--- src/logic/fscr_pkg.sv ---
// Package for the flash status and configuration register bank
package fscr_pkg;

	// Primary status bit positions
	localparam int ST_BUSY      = 0;
	localparam int ST_ARM       = 1;
	localparam int ST_BP_LO     = 2;
	localparam int ST_BP_HI     = 4;
	localparam int ST_ERASE_ERR = 5;
	localparam int ST_PROG_ERR  = 6;
	localparam int ST_LOCK      = 7;

	// Configuration bit positions
	localparam int CF_FREEZE    = 0;
	localparam int CF_QUAD      = 1;
	localparam int CF_PROTECT_VOLATILITY_SEL_SEL  = 3;
	localparam int CF_ORIGIN    = 5;
	localparam int CF_LAT_LO    = 6;
	localparam int CF_LAT_HI    = 7;

	// Suspend status bit positions
	localparam int SS_PROG_SUSP  = 0;
	localparam int SS_ERASE_SUSP = 1;

	// Reset values
	localparam logic [7:0] STATUS_RST = 8'h00;
	localparam logic [7:0] CONFIG_RST = 8'h00;
	localparam logic [2:0] BP_RST     = 3'h0;

	// Command events that the decoder hands to the bank
	typedef struct packed {
		logic       arm;        // Write enable command
		logic       disarm;     // Write disable command
		logic       reg_write;  // Register write command, data below
		logic [7:0] wr_status;  // New primary status byte
		logic [7:0] wr_config;  // New configuration byte
		logic       wr_has_cfg; // Second data byte present
	} fscr_cmd_t;

	// Array engine state reported into the flags
	typedef struct packed {
		logic busy;
		logic prog_fail;
		logic erase_fail;
		logic prog_susp;
		logic erase_susp;
		logic clr_err;
	} fscr_eng_t;

	// Register write sequencer states
	typedef enum logic [1:0] {
		WS_IDLE = 2'b00,
		WS_BUSY = 2'b01
	} fscr_wstate_t;

	// Cycles a register write keeps the bank busy
	localparam logic [3:0] WR_BUSY_CYC = 4'h4;

endpackage : fscr_pkg

--- src/logic/fscr_regs.sv ---
// Status and configuration register bank of a serial NOR flash
// What this block does
// [RULE_01] Lock bit plus low protect pin blocks writes
// [RULE_02] Read-only program and erase failure flags
// [RULE_03] Write latch gates register, program, erase commands
// [RULE_04] Only arm/disarm commands change write latch
// [RULE_05] Busy flag shows any operation in progress
// [RULE_06] Two-bit latency field selects dummy cycles
// [RULE_07] One-time bit picks protection origin
// [RULE_08] One-time bit picks protection bit volatility
// [RULE_09] Quad bit enables quad I/O
// [RULE_10] Freeze bit locks protection and origin
// [RULE_11] Erase suspend flag in second status
// [RULE_12] Program suspend flag in second status
// [RULE_13] Upper second status bits read zero
// [RULE_14] Host polls busy and arms before writes
`timescale 1ns/1ns
module fscr_regs (
	input  wire logic              clk,
	input  wire logic              rst_n,
	input  wire logic              wp_pin_n,     // Write-protect pin, active low
	input  wire fscr_pkg::fscr_cmd_t cmd,        // One-cycle command events
	input  wire fscr_pkg::fscr_eng_t eng,        // Array engine state
	output logic [7:0]             status_q,     // Primary status
	output logic [7:0]             config_q,     // Device configuration
	output logic [7:0]             suspend_q,    // Suspend status
	output logic                   array_ok,     // Program/erase may start
	output logic [1:0]             latency_sel,  // Read dummy cycle code
	output logic                   quad_en,      // Quad I/O mode
	output logic                   prot_frozen   // Protection locked
);

	// Synchroniser for the protect pin
	logic wp_s1_r, wp_s2_r;
	// Register state
	logic       lock_r, lock_nxt;
	logic [2:0] bp_r, bp_nxt;
	logic       arm_r, arm_nxt;
	logic       perr_r, perr_nxt;
	logic       eerr_r, eerr_nxt;
	logic [1:0] lat_r, lat_nxt;
	logic       origin_r, origin_nxt;
	logic       protect_volatility_sel_r, protect_volatility_sel_nxt;
	logic       quad_r, quad_nxt;
	logic       frz_r, frz_nxt;
	logic       origin_done_r, origin_done_nxt;  // One-time bit programmed
	logic       protect_volatility_sel_done_r, protect_volatility_sel_done_nxt;
	fscr_pkg::fscr_wstate_t ws_r, ws_nxt;        // Register write sequencer
	logic [3:0] wcnt_r, wcnt_nxt;
	logic       wr_ok;                           // Register write accepted

	// Two flops before the pin is read
	always_ff @(posedge clk or negedge rst_n) begin
		if (!rst_n) begin
			wp_s1_r <= 1'b1;
			wp_s2_r <= 1'b1;
		end else begin
			wp_s1_r <= wp_pin_n;
			wp_s2_r <= wp_s1_r;
		end
	end

	// Write accepted only when armed, idle and not hardware locked
	assign wr_ok = cmd.reg_write && arm_r && !status_q[fscr_pkg::ST_BUSY]
		&& !(lock_r && !wp_s2_r);  // see [RULE_03] see [RULE_01] see [RULE_14]

	// Next-state logic for all register fields
	always_comb begin
		lock_nxt        = lock_r;
		bp_nxt          = bp_r;
		arm_nxt         = arm_r;
		perr_nxt        = perr_r;
		eerr_nxt        = eerr_r;
		lat_nxt         = lat_r;
		origin_nxt      = origin_r;
		protect_volatility_sel_nxt        = protect_volatility_sel_r;
		quad_nxt        = quad_r;
		frz_nxt         = frz_r;
		origin_done_nxt = origin_done_r;
		protect_volatility_sel_done_nxt   = protect_volatility_sel_done_r;
		ws_nxt          = ws_r;
		wcnt_nxt        = wcnt_r;
		// Latch follows arm and disarm only
		if (cmd.arm) begin
			arm_nxt = 1'b1;  // see [RULE_04]
		end else if (cmd.disarm) begin
			arm_nxt = 1'b0;  // see [RULE_04]
		end
		// Error flags: a new failure wins over a clear
		if (eng.clr_err) begin
			perr_nxt = 1'b0;
			eerr_nxt = 1'b0;
		end
		if (eng.prog_fail) begin
			perr_nxt = 1'b1;  // see [RULE_02]
		end
		if (eng.erase_fail) begin
			eerr_nxt = 1'b1;  // see [RULE_02]
		end
		// Register write updates
		if (wr_ok) begin
			lock_nxt = cmd.wr_status[fscr_pkg::ST_LOCK];
			if (!frz_r) begin
				bp_nxt = cmd.wr_status[fscr_pkg::ST_BP_HI:fscr_pkg::ST_BP_LO];  // see [RULE_10]
			end
			if (cmd.wr_has_cfg) begin
				lat_nxt  = cmd.wr_config[fscr_pkg::CF_LAT_HI:fscr_pkg::CF_LAT_LO];  // see [RULE_06]
				quad_nxt = cmd.wr_config[fscr_pkg::CF_QUAD];  // see [RULE_09]
				frz_nxt  = frz_r | cmd.wr_config[fscr_pkg::CF_FREEZE];  // see [RULE_10]
				// One-time bits can only be set once, origin also frozen
				if (!origin_done_r && !frz_r && cmd.wr_config[fscr_pkg::CF_ORIGIN]) begin
					origin_nxt      = 1'b1;  // see [RULE_07]
					origin_done_nxt = 1'b1;
				end
				if (!protect_volatility_sel_done_r && cmd.wr_config[fscr_pkg::CF_PROTECT_VOLATILITY_SEL_SEL]) begin
					protect_volatility_sel_nxt      = 1'b1;  // see [RULE_08]
					protect_volatility_sel_done_nxt = 1'b1;
				end
			end
		end
		// Busy window for the register write
		case (ws_r)
			fscr_pkg::WS_IDLE: begin
				// The write latch is left alone here, see [RULE_04]
				if (wr_ok) begin
					ws_nxt   = fscr_pkg::WS_BUSY;
					wcnt_nxt = fscr_pkg::WR_BUSY_CYC;
				end
			end
			fscr_pkg::WS_BUSY: begin
				wcnt_nxt = wcnt_r - 4'h1;
				if (wcnt_r == 4'h1) begin
					ws_nxt = fscr_pkg::WS_IDLE;
				end
			end
			default: begin
				ws_nxt = fscr_pkg::WS_IDLE;
			end
		endcase
	end

	// Register all state
	always_ff @(posedge clk or negedge rst_n) begin
		if (!rst_n) begin
			lock_r        <= fscr_pkg::STATUS_RST[fscr_pkg::ST_LOCK];
			bp_r          <= fscr_pkg::BP_RST;
			arm_r         <= fscr_pkg::STATUS_RST[fscr_pkg::ST_ARM];  // see [RULE_03]
			perr_r        <= fscr_pkg::STATUS_RST[fscr_pkg::ST_PROG_ERR];
			eerr_r        <= fscr_pkg::STATUS_RST[fscr_pkg::ST_ERASE_ERR];
			lat_r         <= fscr_pkg::CONFIG_RST[fscr_pkg::CF_LAT_HI:fscr_pkg::CF_LAT_LO];
			origin_r      <= fscr_pkg::CONFIG_RST[fscr_pkg::CF_ORIGIN];
			protect_volatility_sel_r        <= fscr_pkg::CONFIG_RST[fscr_pkg::CF_PROTECT_VOLATILITY_SEL_SEL];
			quad_r        <= fscr_pkg::CONFIG_RST[fscr_pkg::CF_QUAD];
			frz_r         <= fscr_pkg::CONFIG_RST[fscr_pkg::CF_FREEZE];
			origin_done_r <= 1'b0;
			protect_volatility_sel_done_r   <= 1'b0;
			ws_r          <= fscr_pkg::WS_IDLE;
			wcnt_r        <= 4'h0;
		end else begin
			lock_r        <= lock_nxt;
			bp_r          <= bp_nxt;
			arm_r         <= arm_nxt;
			perr_r        <= perr_nxt;
			eerr_r        <= eerr_nxt;
			lat_r         <= lat_nxt;
			origin_r      <= origin_nxt;
			protect_volatility_sel_r        <= protect_volatility_sel_nxt;
			quad_r        <= quad_nxt;
			frz_r         <= frz_nxt;
			origin_done_r <= origin_done_nxt;
			protect_volatility_sel_done_r   <= protect_volatility_sel_done_nxt;
			ws_r          <= ws_nxt;
			wcnt_r        <= wcnt_nxt;
		end
	end

	// Read views
	always_comb begin
		status_q = {lock_r, perr_r, eerr_r, bp_r, arm_r,
			eng.busy | (ws_r == fscr_pkg::WS_BUSY)};  // see [RULE_05]
		config_q = {lat_r, origin_r, 1'b0, protect_volatility_sel_r, 1'b0, quad_r, frz_r};
		suspend_q = {6'h00, eng.erase_susp, eng.prog_susp};  // see [RULE_11] see [RULE_12] see [RULE_13]
	end

	// Side outputs
	assign array_ok    = arm_r && !status_q[fscr_pkg::ST_BUSY];  // see [RULE_03]
	assign latency_sel = lat_r;                                  // see [RULE_06]
	assign quad_en     = quad_r;                                 // see [RULE_09]
	assign prot_frozen = frz_r;                                  // see [RULE_10]

	// Assertions
	lock_blocks_a: assert property (@(posedge clk) disable iff (!rst_n) // see [RULE_01]
		(lock_r && !wp_s2_r && cmd.reg_write) |=> $stable(lock_r) && $stable(bp_r)
		&& $stable(config_q))
		else $error("Locked write changed status");
	perr_sticky_a: assert property (@(posedge clk) disable iff (!rst_n) // see [RULE_02]
		eng.prog_fail |=> perr_r)
		else $error("Program failure not flagged");
	unarmed_ign_a: assert property (@(posedge clk) disable iff (!rst_n) // see [RULE_03]
		(!arm_r && cmd.reg_write && ws_r == fscr_pkg::WS_IDLE) |=> (ws_r == fscr_pkg::WS_IDLE))
		else $error("Unarmed write accepted");
	arm_only_cmd_a: assert property (@(posedge clk) disable iff (!rst_n) // see [RULE_04]
		(!cmd.arm && !cmd.disarm) |=> $stable(arm_r))
		else $error("Latch moved without command");
	busy_write_a: assert property (@(posedge clk) disable iff (!rst_n) // see [RULE_05]
		wr_ok |=> status_q[fscr_pkg::ST_BUSY] [*4])
		else $error("Busy not held after write");
	freeze_hold_a: assert property (@(posedge clk) disable iff (!rst_n) // see [RULE_10]
		frz_r |=> frz_r && $stable(bp_r))
		else $error("Frozen protection changed");
	origin_once_a: assert property (@(posedge clk) disable iff (!rst_n) // see [RULE_07]
		origin_r |=> origin_r)
		else $error("Origin bit cleared");
	susp_map_a: assert property (@(posedge clk) disable iff (!rst_n) // see [RULE_13]
		suspend_q[7:2] == 6'h00 && suspend_q[1] == eng.erase_susp
		&& suspend_q[0] == eng.prog_susp)
		else $error("Suspend status wrong");
	wr_cover_c: cover property (@(posedge clk) disable iff (!rst_n) wr_ok);
	lock_cover_c: cover property (@(posedge clk) disable iff (!rst_n)
		lock_r && !wp_s2_r && cmd.reg_write && arm_r);
	frz_cover_c: cover property (@(posedge clk) disable iff (!rst_n) frz_r);
	// Failure and clear in one cycle, the failure must win
	errclr_cover_c: cover property (@(posedge clk) disable iff (!rst_n)
		eng.clr_err && eng.prog_fail);

endmodule : fscr_regs

--- config.mk ---
export PLATFORM = sky130hd
export DESIGN_NAME = fscr_regs
export DESIGN_NICKNAME = d
export VERILOG_FILES = /design/src/logic/fscr_pkg.sv /design/src/logic/fscr_regs.sv
export SDC_FILE = /design/constraint.sdc
export NUM_CORES = 1
export LEC_CHECK = 0
export BUFFER_PORTS_ARGS = -buffer_cell sky130_fd_sc_hd__clkbuf_2
export CAP_MARGIN = 20
export CORE_MARGIN = 2
export CORE_UTILIZATION = 39
export DETAILED_ROUTE_END_ITERATION = 8
export PLACE_DENSITY = 0.69
export SYNTH_ARGS = -nofsm -noshare
export SYNTH_HDL_FRONTEND = slang
export SYNTH_SLANG_ARGS = --single-unit
--- constraint.sdc ---
create_clock -name clk -period 1.65 [get_ports clk]
set_clock_uncertainty 0.1 [all_clocks]
set_input_delay 0.33 -clock clk [delete_from_list [all_inputs] [get_ports clk]]
set_output_delay 0.33 -clock clk [all_outputs]
set_load 0.1 [all_outputs]
# After elaboration in Yosys (flattened, before gate mapping)
# Cells that the tools add are included.
# word_totals
reg_bits,21
out_inout_bits,29
# classes
n_addsub,1
eq_ne,4
muxes,10
n_bitwise,3
n_reduce_logical,25
# ops
op,count
$logic_and 1x1->1,8
$pmux 4 s2,1
$reduce_and 2->1,4
$reduce_bool 2->1,4
$logic_not 1->1,6
$reduce_and 3->1,2
$mux 1,5
$eq 4x1->1 const B,1
$mux 2,2
$mux 4,1
$ne 2x2->1 const B,2
$pmux 2 s2,1
$sub 4x1->4 const B,1
$eq 2x1->1 const B,1
$logic_not 2->1,1
$or 1x1->1,2
$not 1->1,1

# Depth between registers and ports, before layout
# Gate-level depths: netlist of the first run.
# logic_depth
depth_word,7
ltp_mapped,4

# Least setup slack after synthesis of the first run
# No wires, ideal clock.
# synth_path
path_kind,register -> register
from,register ws_r[0]
to,"register lat_r[0], in the netlist latency_sel[0]"
setup_ns,0.126
arrival_ns,2.094
setup_slack_ns,-0.671
path_stages_with_launch,5
path_cell_list,dfrtp_1 -> nor3b_4 -> and4_1 -> buf_6 -> mux2_4
# synth_via
elab_chain_len,6
# synth_lines
item,line,source
start: declaration,fscr_regs.sv:48,"fscr_pkg::fscr_wstate_t ws_r, ws_nxt;"
start signal: assignment,fscr_regs.sv:157,ws_r <= fscr_pkg::WS_IDLE;
start signal: assignment,fscr_regs.sv:172,ws_r <= ws_nxt;
$eq 2x1->1,fscr_regs.sv:180,eng.busy | (ws_r == fscr_pkg::WS_BUSY)};
$or 1x1->1,fscr_regs.sv:180,
$logic_not 1->1,fscr_regs.sv:64,assign wr_ok = cmd.reg_write && arm_r && !status_q[fscr_pkg::ST_BUSY]
$logic_and 1x1->1,fscr_regs.sv:64,
$logic_and 1x1->1,fscr_regs.sv:65,&& !(lock_r && !wp_s2_r);
$reduce_and 2->1 (no line),--,
end signal: assignment,fscr_regs.sv:150,lat_r <= fscr_pkg::CONFIG_RST[fscr_pkg::CF_LAT_HI:fscr_pkg::CF_LAT_LO];
end signal: assignment,fscr_regs.sv:165,lat_r <= lat_nxt;
end: declaration,fscr_regs.sv:41,"logic [1:0] lat_r, lat_nxt;"
# Every way passes these cells.
# A chain may end at the register's enable or synchronous reset.

# Worst setup path in the final report of the first run
# layout_path
from,register ws_r[0]
to,output status_q[0]
# layout_via
elab_chain_len,2
# layout_lines
item,line,source
$eq 2x1->1,fscr_regs.sv:180,
$or 1x1->1,fscr_regs.sv:180,
end: declaration,fscr_regs.sv:24,"output logic [7:0] status_q,"
# Every way passes these cells.

==> results of run 1 <==
cell families (layout without fill, tap and decap cells):
| logic type | Yosys count | count (layout) |
|---|---|---|
| buf+inv | 27 | 58 |
| flops | 20 | 20 |
| mux | 7 | 7 |
| other cells | 1 | 8 |
| fa+ha+maj | 2 | 2 |
| compound gates | 12 | 12 |
| simple gates | 15 | 15 |
routing by layer:
metal,vias up,GRT usage (%),share of wire [%]
met3,3,1.91,6.9
met5,-,0,0
met4,0,6.67,1.7
met2,34,23.3,51
li1,327,-,-
met1,316,15.8,40
final timing paths:
kind | endpoint | slack [ps]
max | status_q[0] | -40
min | perr_r$_DFFE_PN0P_ | 90
max reg2reg | quad_en$_DFFE_PN0P_ | 60
min reg2reg | wp_s2_r$_DFF_PN1_ | 270
max in group asynchronous | wp_s1_r$_DFF_PN1_ | 700
min in group asynchronous | bp_r[0]$_DFFE_PN0P_ | 390
layout make-up:
type                    instances  area [sq um]
clock buffers                   3          22.5
flip-flops and latches         20           504
inverters                       6          22.5
well taps                      30          37.5
fillers                       216          1140
repair buffers                 48           330
clock inverters                 1          30.0
multi-input cells              44           342
placed cells by master, fill, tap and decap left out, types with 2 or more instances in the layout:
master,Yosys,layout
dlygate4sd3_1,0,2
mux2_4,3,4
inv_1,6,6
mux2_2,4,3
conb_1,1,8
a21oi_1,2,2
nand2_1,4,4
ha_1,2,2
dfrtp_1,18,17
o21ai_0,2,2
buf_12,0,2
dfstp_2,2,2
buf_6,1,2
clkbuf_2,0,27
buf_4,20,15
a21o_1,5,5
clkbuf_4,0,3
metrics by stage:
stage	setup TNS [ps]	worst slack (ps)	area [sq um]
finish	-61.5	-38.1	1290
global route	-164	-83.8	1290
CTS	-120	-62.1	1280
detailed placement	0	77.8	1180
global placement	0	84.8	1180
floorplan	-7310	-645	1020
repair_timing:
item                                    4_1_cts  5_1_grt
setup buffers                                 2        0
endpoints found under the hold margin        19        0
gates resized for setup                       2        3
endpoints found under the setup margin        2        6
hold buffers                                  2        0
pin swaps                                     2        1
flip-flops by register name (all words and copies together) (netlist names):
| name | count |
|---|---|
| wp_s1_r | 1 |
| wp_s2_r | 1 |
| bp_r | 3 |
| wcnt_r | 4 |
| latency_sel | 2 |
| lock_r | 1 |
| protect_volatility_sel_done_r | 1 |
| prot_frozen | 1 |
| quad_en | 1 |
| ws_r | 1 |
| origin_done_r | 1 |
| perr_r | 1 |
| eerr_r | 1 |
| arm_r | 1 |
cell usage after synthesis, types with 2 or more instances:
| cell type | number |
|---|---|
| a21oi_1 | 2 |
| buf_4 | 20 |
| ha_1 | 2 |
| dfstp_2 | 2 |
| o21ai_0 | 2 |
| inv_1 | 6 |
| dfrtp_1 | 18 |
| nand2_1 | 4 |
| a21o_1 | 5 |
| mux2_2 | 4 |
| mux2_4 | 3 |
worst max-delay path, cell delays in order, from the launching register on:
cell and delay, ps:
dfrtp_1 430, buf_6 130, or2_4 230, buf_12 160
==> metrics.txt, run 1 <==
status=finished, violations left; failing checks=negative setup slack; f_max=592 MHz; Core Util, Final=53.0%; final hold violation count=0; share of layout cells above drive strength 1=54.1%; simple-gate portion of the synthesized area=10.5%; post-layout min period=1690 ps; WL final=1.73 mm; async set-reset flop share out of synthesis=100%; Post-synth EDFFs=0; Area contributors post-synth=dfrtp_1 (45%), buf_4 (15%), dfstp_2 (5.3%), mux2_2 (4.5%), mux2_4 (4.5%); clk sink count=20; worst hold slack=85.6 ps; dpl cells=144; r2r worst-path depth=5; Tcrit/Tclk final=102%; Synth cell types=27; CTS clk-pin slew, worst paths=120 ps; Critical path origin=ws_r[0]$_DFFE_PN0P_; largest family of logic cells by synthesized area=buffers and inverters; # setup viols final=2; Primary FF master, synth=dfrtp_1; die area=2960 sq um; nets=154; Pins Over Slew Limit=0; sequential share of the synthesized area=50.8%; 1st-iter DRT viols=10; min-delay src=eng[4]; Detailed Place HPWL=1.39 mm; largest net degree at the start of global routing=21; initial antenna violation count=0; FP Rows=18; chip width=54.4 um; Hold Path Depth=2; Slew headroom=64.0%; CP max FO=2; post-synthesis register bit count=20; vias post-DR=680; Compound-Gate Fraction of Synth Area=8.21%; # diodes=0; Setup crit end kind=primary output; CP startpoint kind=flop; Core Area=2430 sq um; Avg Inst Size Synth=11.8 sq um; Setup Crit Path Kind=flop to primary output; first-pass GRT wire length=2.79 mm; final worst slack=-38.1 ps; hold crit path type=input port to flop; post-route DRC violation count=0; vias per cell=4.47; RSZ-0062 raised after global routing=true; gp weighted congestion=0.672; Pre-antenna DRT Iters=4; DIE HEIGHT=54.4 um; Syn. warnings=0; global route total overflow=0; post-synthesis xor/xnor area fraction=0%; Non-Filler Instances=152; Worst-Margin Slew=542 ps; max cap viols=0; vias in the first global route=676; crit path DAT=1260 ps; Crit path required time=1220 ps; GRT Util Overall=13.3%; post-route ant nets=0; num ports=58; H-tree Lvls=1; area share of fa/ha/maj cells after synthesis=2.53%; cts bufs inserted=3; CTS max path bufs=2; mux cell area share after synthesis=9.09%; synthesized area=991 sq um; initial core utilization=40.7%; cell count after synthesis=84; Clk Latency, worst-skew pair=310 ps; CTS tree=built; Yosys top cell by area=dfrtp_1; Port Buf Inserts=39; area grow syn2layout=30.1%; DR WL/cell=11.4 um; Root Driver=clkbuf_4; top cell type's share of synthesized area=45.5%; RR Startpoint=ws_r[0]$_DFFE_PN0P_
Power of run 1 is not shown: default switching activity piles up to over one toggle a cycle in this logic, so the estimate is an artifact.
==> run 2: changes to the inputs <==
--- a/config.mk
+++ b/config.mk
@@ -11,6 +11,7 @@
 export CORE_UTILIZATION = 39
 export DETAILED_ROUTE_END_ITERATION = 8
 export PLACE_DENSITY = 0.69
+export SETUP_SLACK_MARGIN = 0.5
 export SYNTH_ARGS = -nofsm -noshare
 export SYNTH_HDL_FRONTEND = slang
 export SYNTH_SLANG_ARGS = --single-unit
==> run 2 against run 1 <==
  * Largest cell class is now buffers
  * Utilization is 13 points higher
  * First-iteration DRC count shrank 90%
  * Count of clock-buffer cells in the layout up 1
  * Cell area increased by 25%
  * Worst hold slack improved by 24 ps
  * Non-clock buffer count is 3 higher
  * Sequential cell count unchanged
  * The flow still finishes with violations (negative setup slack)
  * Routed wire length up 16%
  * Die area is the same
  * Via count increased by 4.0%
==> metrics.txt, run 2 (synthesis results as in run 1) <==
initial core utilization=40.7%; cts bufs inserted=3; CP max FO=2; share of layout cells above drive strength 1=63.2%; failing checks=negative setup slack; Setup Crit Path Kind=flop to primary output; Tcrit/Tclk final=105%; DIE HEIGHT=54.4 um; status=finished, violations left; Clk Latency, worst-skew pair=290 ps; f_max=579 MHz; Worst path slowest cell=dfrtp_1; gp weighted congestion=0.685; multi-input combinational cell area=363 sq um; RSZ-0062 raised after global routing=true; Critical path buffers and inverters=3; Setup crit end kind=primary output; vias post-DR=707; CP startpoint kind=flop; dpl cells=144; Worst path depth=4; worst hold slack=109 ps; Port Buf Inserts=39; nets=157; # diodes=0; CTS tree=built; GRT Util Overall=15.5%; FP Rows=18; vias in the first global route=700; FF+latch area=522 sq um; initial antenna violation count=0; setup TNS=-153 ps; final worst slack=-76.1 ps; H-tree Lvls=1; clk sink count=20; Pins Over Slew Limit=0; largest net degree at the start of global routing=21; post-route ant nets=0; Root Driver=clkbuf_4; Detailed Place HPWL=1.35 mm; Crit path required time=1220 ps; largest stage delay on the critical path=410 ps; r2r worst-path depth=6; vias per cell=4.56; commonest non-fill, non-tap cell in the layout=clkbuf_2; Pre-antenna DRT Iters=2; commonest cells after routing, fill and taps aside=clkbuf_2 (20), dfrtp_1 (11), buf_12 (10); CTS max path bufs=2; CP most frequent cell=buf_6; Top reg by flops=wcnt_r; final hold violation count=0; DR WL/cell=12.9 um; CP top delay family=buffers and inverters; post-route DRC violation count=0; post-layout min period=1730 ps; Non-Filler Instances=155; global route total overflow=0; # setup viols final=3; area grow syn2layout=62.8%; Core Area=2430 sq um; first-pass GRT wire length=3.18 mm; max cap viols=0; 1st-iter DRT viols=1; max reg flops=4; Hold Path Depth=2; die area=2960 sq um; CP cell instances=buf_6 -> nor3b_4 -> buf_6 -> buf_12; fill cell count=167; hold crit path type=input port to flop; crit path DAT=1300 ps; WL final=2.00 mm; chip width=54.4 um; CTS clk-pin slew, worst paths=110 ps; num ports=58
==> run 2: changes by cell type in the layout (fill, tap and decap cells not counted), moves of 4 or more <==
| cell | previous run | this run |
|---|---|---|
| buf_12 | 2 | 10 |
| clkbuf_16 | 0 | 9 |
| dfrtp_1 | 17 | 11 |
| dfrtp_4 | 0 | 4 |
| clkbuf_2 | 27 | 20 |
| buf_4 | 15 | 7 |
==> run 2: worst paths after layout <==
kind | slack, ps | end | from
max | -80 | array_ok | ws_r[0]$_DFFE_PN0P_
min | 110 | arm_r$_DFFE_PN0P_ | cmd[19]
max reg2reg | -10 | lock_r$_DFFE_PN0P_ | ws_r[0]$_DFFE_PN0P_
min reg2reg | 270 | wp_s2_r$_DFF_PN1_ | wp_s1_r$_DFF_PN1_
max in group asynchronous | 650 | prot_frozen$_DFFE_PN0P_ | rst_n
min in group asynchronous | 420 | arm_r$_DFFE_PN0P_ | rst_n
==> run 2: repair_timing <==
item	CTS	global route
resized for setup	61	3
hold buffers	1	1
hold endpoints to repair	18	1
endpoints found under the setup margin	33	34
pin swaps	1	0
setup buffers	3	2
==> run 2: area by class of cell <==
cell class | instances | share of cell area [%]
multi-input cells | 44 | 22.5
clock buffers | 4 | 2.25
flip-flops and latches | 20 | 32.4
repair buffers | 51 | 39.2
well taps | 30 | 2.33
inverters | 6 | 1.40
==> run 2: through the flow <==
step	area, sq um	setup slack (ps)	utilization, %
2_1_floorplan	1090	-644	-
3_3_place_gp	1190	107	49.1
3_5_place_dp	1190	88.5	49.1
4_1_cts	1570	-95.0	64.7
5_1_grt	1610	-147	66.3
6_report	1610	-76.1	66.3
==> run 2: layer usage <==
layer | vias up | part of all wire, % | global-route usage [%]
li1 | 333 | - | -
met1 | 345 | 39 | 18.4
met2 | 25 | 54 | 25.3
met3 | 4 | 4.4 | 3.55
met4 | 0 | 2.4 | 9.17
met5 | - | 0 | 0
Power of run 2 is left out for the same reason.
==> run 3: changes to the inputs <==
--- a/config.mk
+++ b/config.mk
@@ -7,10 +7,12 @@
 export LEC_CHECK = 0
 export BUFFER_PORTS_ARGS = -buffer_cell sky130_fd_sc_hd__clkbuf_2
 export CAP_MARGIN = 20
+export CELL_PAD_IN_SITES_DETAIL_PLACEMENT = 0
+export CELL_PAD_IN_SITES_GLOBAL_PLACEMENT = 1
 export CORE_MARGIN = 2
-export CORE_UTILIZATION = 39
+export CORE_UTILIZATION = 31
 export DETAILED_ROUTE_END_ITERATION = 8
-export PLACE_DENSITY = 0.69
+export PLACE_DENSITY = 0.74
 export SETUP_SLACK_MARGIN = 0.5
 export SYNTH_ARGS = -nofsm -noshare
 export SYNTH_HDL_FRONTEND = slang
==> run 3 against run 2 <==
  * The flow still finishes with violations (negative setup slack)
  * Final cell count is 9.0% higher
  * Die area is 24% higher
  * Non-clock buffer count stayed put
  * Global-route usage is 3.6 points lower
  * Via count is 3.1% higher
  * Sequential cell count stayed put
  * Cell area is 3.0% higher
  * Worst hold slack worse by 9.4 ps
  * Highest routed layer unchanged
  * Fmax is 1.2% lower
  * Routed wire length is 6.6% higher
==> metrics.txt, run 3 (synthesis results as in run 1) <==
status=finished, violations left; failing checks=negative setup slack; GRT Util Overall=11.9%; DIE HEIGHT=60.5 um; initial antenna violation count=0; FP Rows=20; Root Driver=clkbuf_4; max reg flops=4; cts bufs inserted=3; Pre-antenna DRT Iters=2; 1st-iter DRT viols=14; Core Area=3050 sq um; H-tree Lvls=1; Core Util, Final=54.4%; global route total overflow=0; final worst slack=-97.6 ps; nets=157; gp weighted congestion=0.713; CTS tree=built; DR WL/cell=12.6 um; area grow syn2layout=67.7%; chip width=60.5 um; CP max FO=2; Pins Over Slew Limit=0; commonest non-fill, non-tap cell in the layout=clkbuf_2; CP startpoint kind=flop; final hold violation count=0; Setup Crit Path Kind=flop to primary output; post-route DRC violation count=0; vias in the first global route=745; largest net degree at the start of global routing=21; Detailed Place HPWL=1.32 mm; Top reg by flops=wcnt_r; Setup crit end kind=primary output; CTS clk-pin slew, worst paths=110 ps; post-route ant nets=0; Clk Latency, worst-skew pair=300 ps; CTS max path bufs=2; RSZ-0062 raised after global routing=true; fin area=1660 sq um; commonest cells after routing, fill and taps aside=clkbuf_2 (20), buf_12 (12), dfrtp_1 (11); f_max=572 MHz; max cap viols=0; hold crit path type=input port to flop; # setup viols final=6; # diodes=0; Crit path required time=1220 ps; first-pass GRT wire length=3.15 mm; placed instance area=1210 sq um; crit path DAT=1320 ps; Port Buf Inserts=39; clk sink count=20; die area=3670 sq um; initial core utilization=32.5%; share of layout cells above drive strength 1=64.8%; num ports=58; Tcrit/Tclk final=106%; vias post-DR=729; vias per cell=4.31; WL final=2.13 mm; fill cell count=259; post-layout min period=1750 ps
[run 3: timing repair]
| item | 4_1_cts | 5_1_grt |
|---|---|---|
| hold endpoints to repair | 19 | 0 |
| hold buffers | 2 | 0 |
| resized for setup | 61 | 8 |
| endpoints found under the setup margin | 33 | 34 |
| pin swaps | 1 | 1 |
| setup buffers | 3 | 3 |
[run 3: path summary, 6_finish.rpt]
| check | startpoint | to | slack, ps | cells after the start |
|---|---|---|---|---|
| worst max register to register | ws_r[0]$_DFFE_PN0P_ | lock_r$_DFFE_PN0P_ | -80 | 7 |
| worst min register to register | wp_s1_r$_DFF_PN1_ | wp_s2_r$_DFF_PN1_ | 260 | 0 |
| worst min-delay path | eng[3] | eerr_r$_DFFE_PN0P_ | 100 | 2 |
| worst max-delay path | ws_r[0]$_DFFE_PN0P_ | array_ok | -100 | 4 |
| min in group asynchronous | rst_n | lock_r$_DFFE_PN0P_ | 430 | 2 |
| max in group asynchronous | rst_n | quad_en$_DFFE_PN0P_ | 650 | 2 |
[run 3: routing by layer]
| metal | share of wire (%) | vias to the layer above | GRT usage [%] |
|---|---|---|---|
| met5 | 0 | - | 0 |
| met4 | 2.4 | 0 | 7.76 |
| met3 | 5.3 | 5 | 1.28 |
| met2 | 57 | 32 | 23.3 |
| met1 | 36 | 358 | 11.6 |
| li1 | - | 334 | - |
[run 3: worst max-delay path, cell delays in order, from the launching register on]
cell,delay (ps)
dfrtp_1,410
buf_6,120
nor3b_4,190
buf_6,130
buf_12,160
[run 3: area by class of cell]
type / instances / area, sq um / share of cell area (%)
timing repair buffer: 51 / 629 / 37.9
sequential: 20 / 522 / 31.4
multi-input combinational: 44 / 380 / 22.9
tap: 44 / 55.1 / 3.31
clock inverter: 1 / 30.0 / 1.81
clock buffer: 3 / 22.5 / 1.36
inverter: 6 / 22.5 / 1.36
[run 3: through the flow]
step	hold WS (ps)	TNS (ps)	instances	setup WS [ps]
final	99.7	-390	169	-97.6
after global routing	100	-814	169	-152
after CTS	95.6	-139	166	-80.5
after detailed placement	215	0	157	55.9
after global placement	210	0	157	62.5
after floorplan	-65.6	-6950	91	-644
Power of run 3 is left out for the same reason.
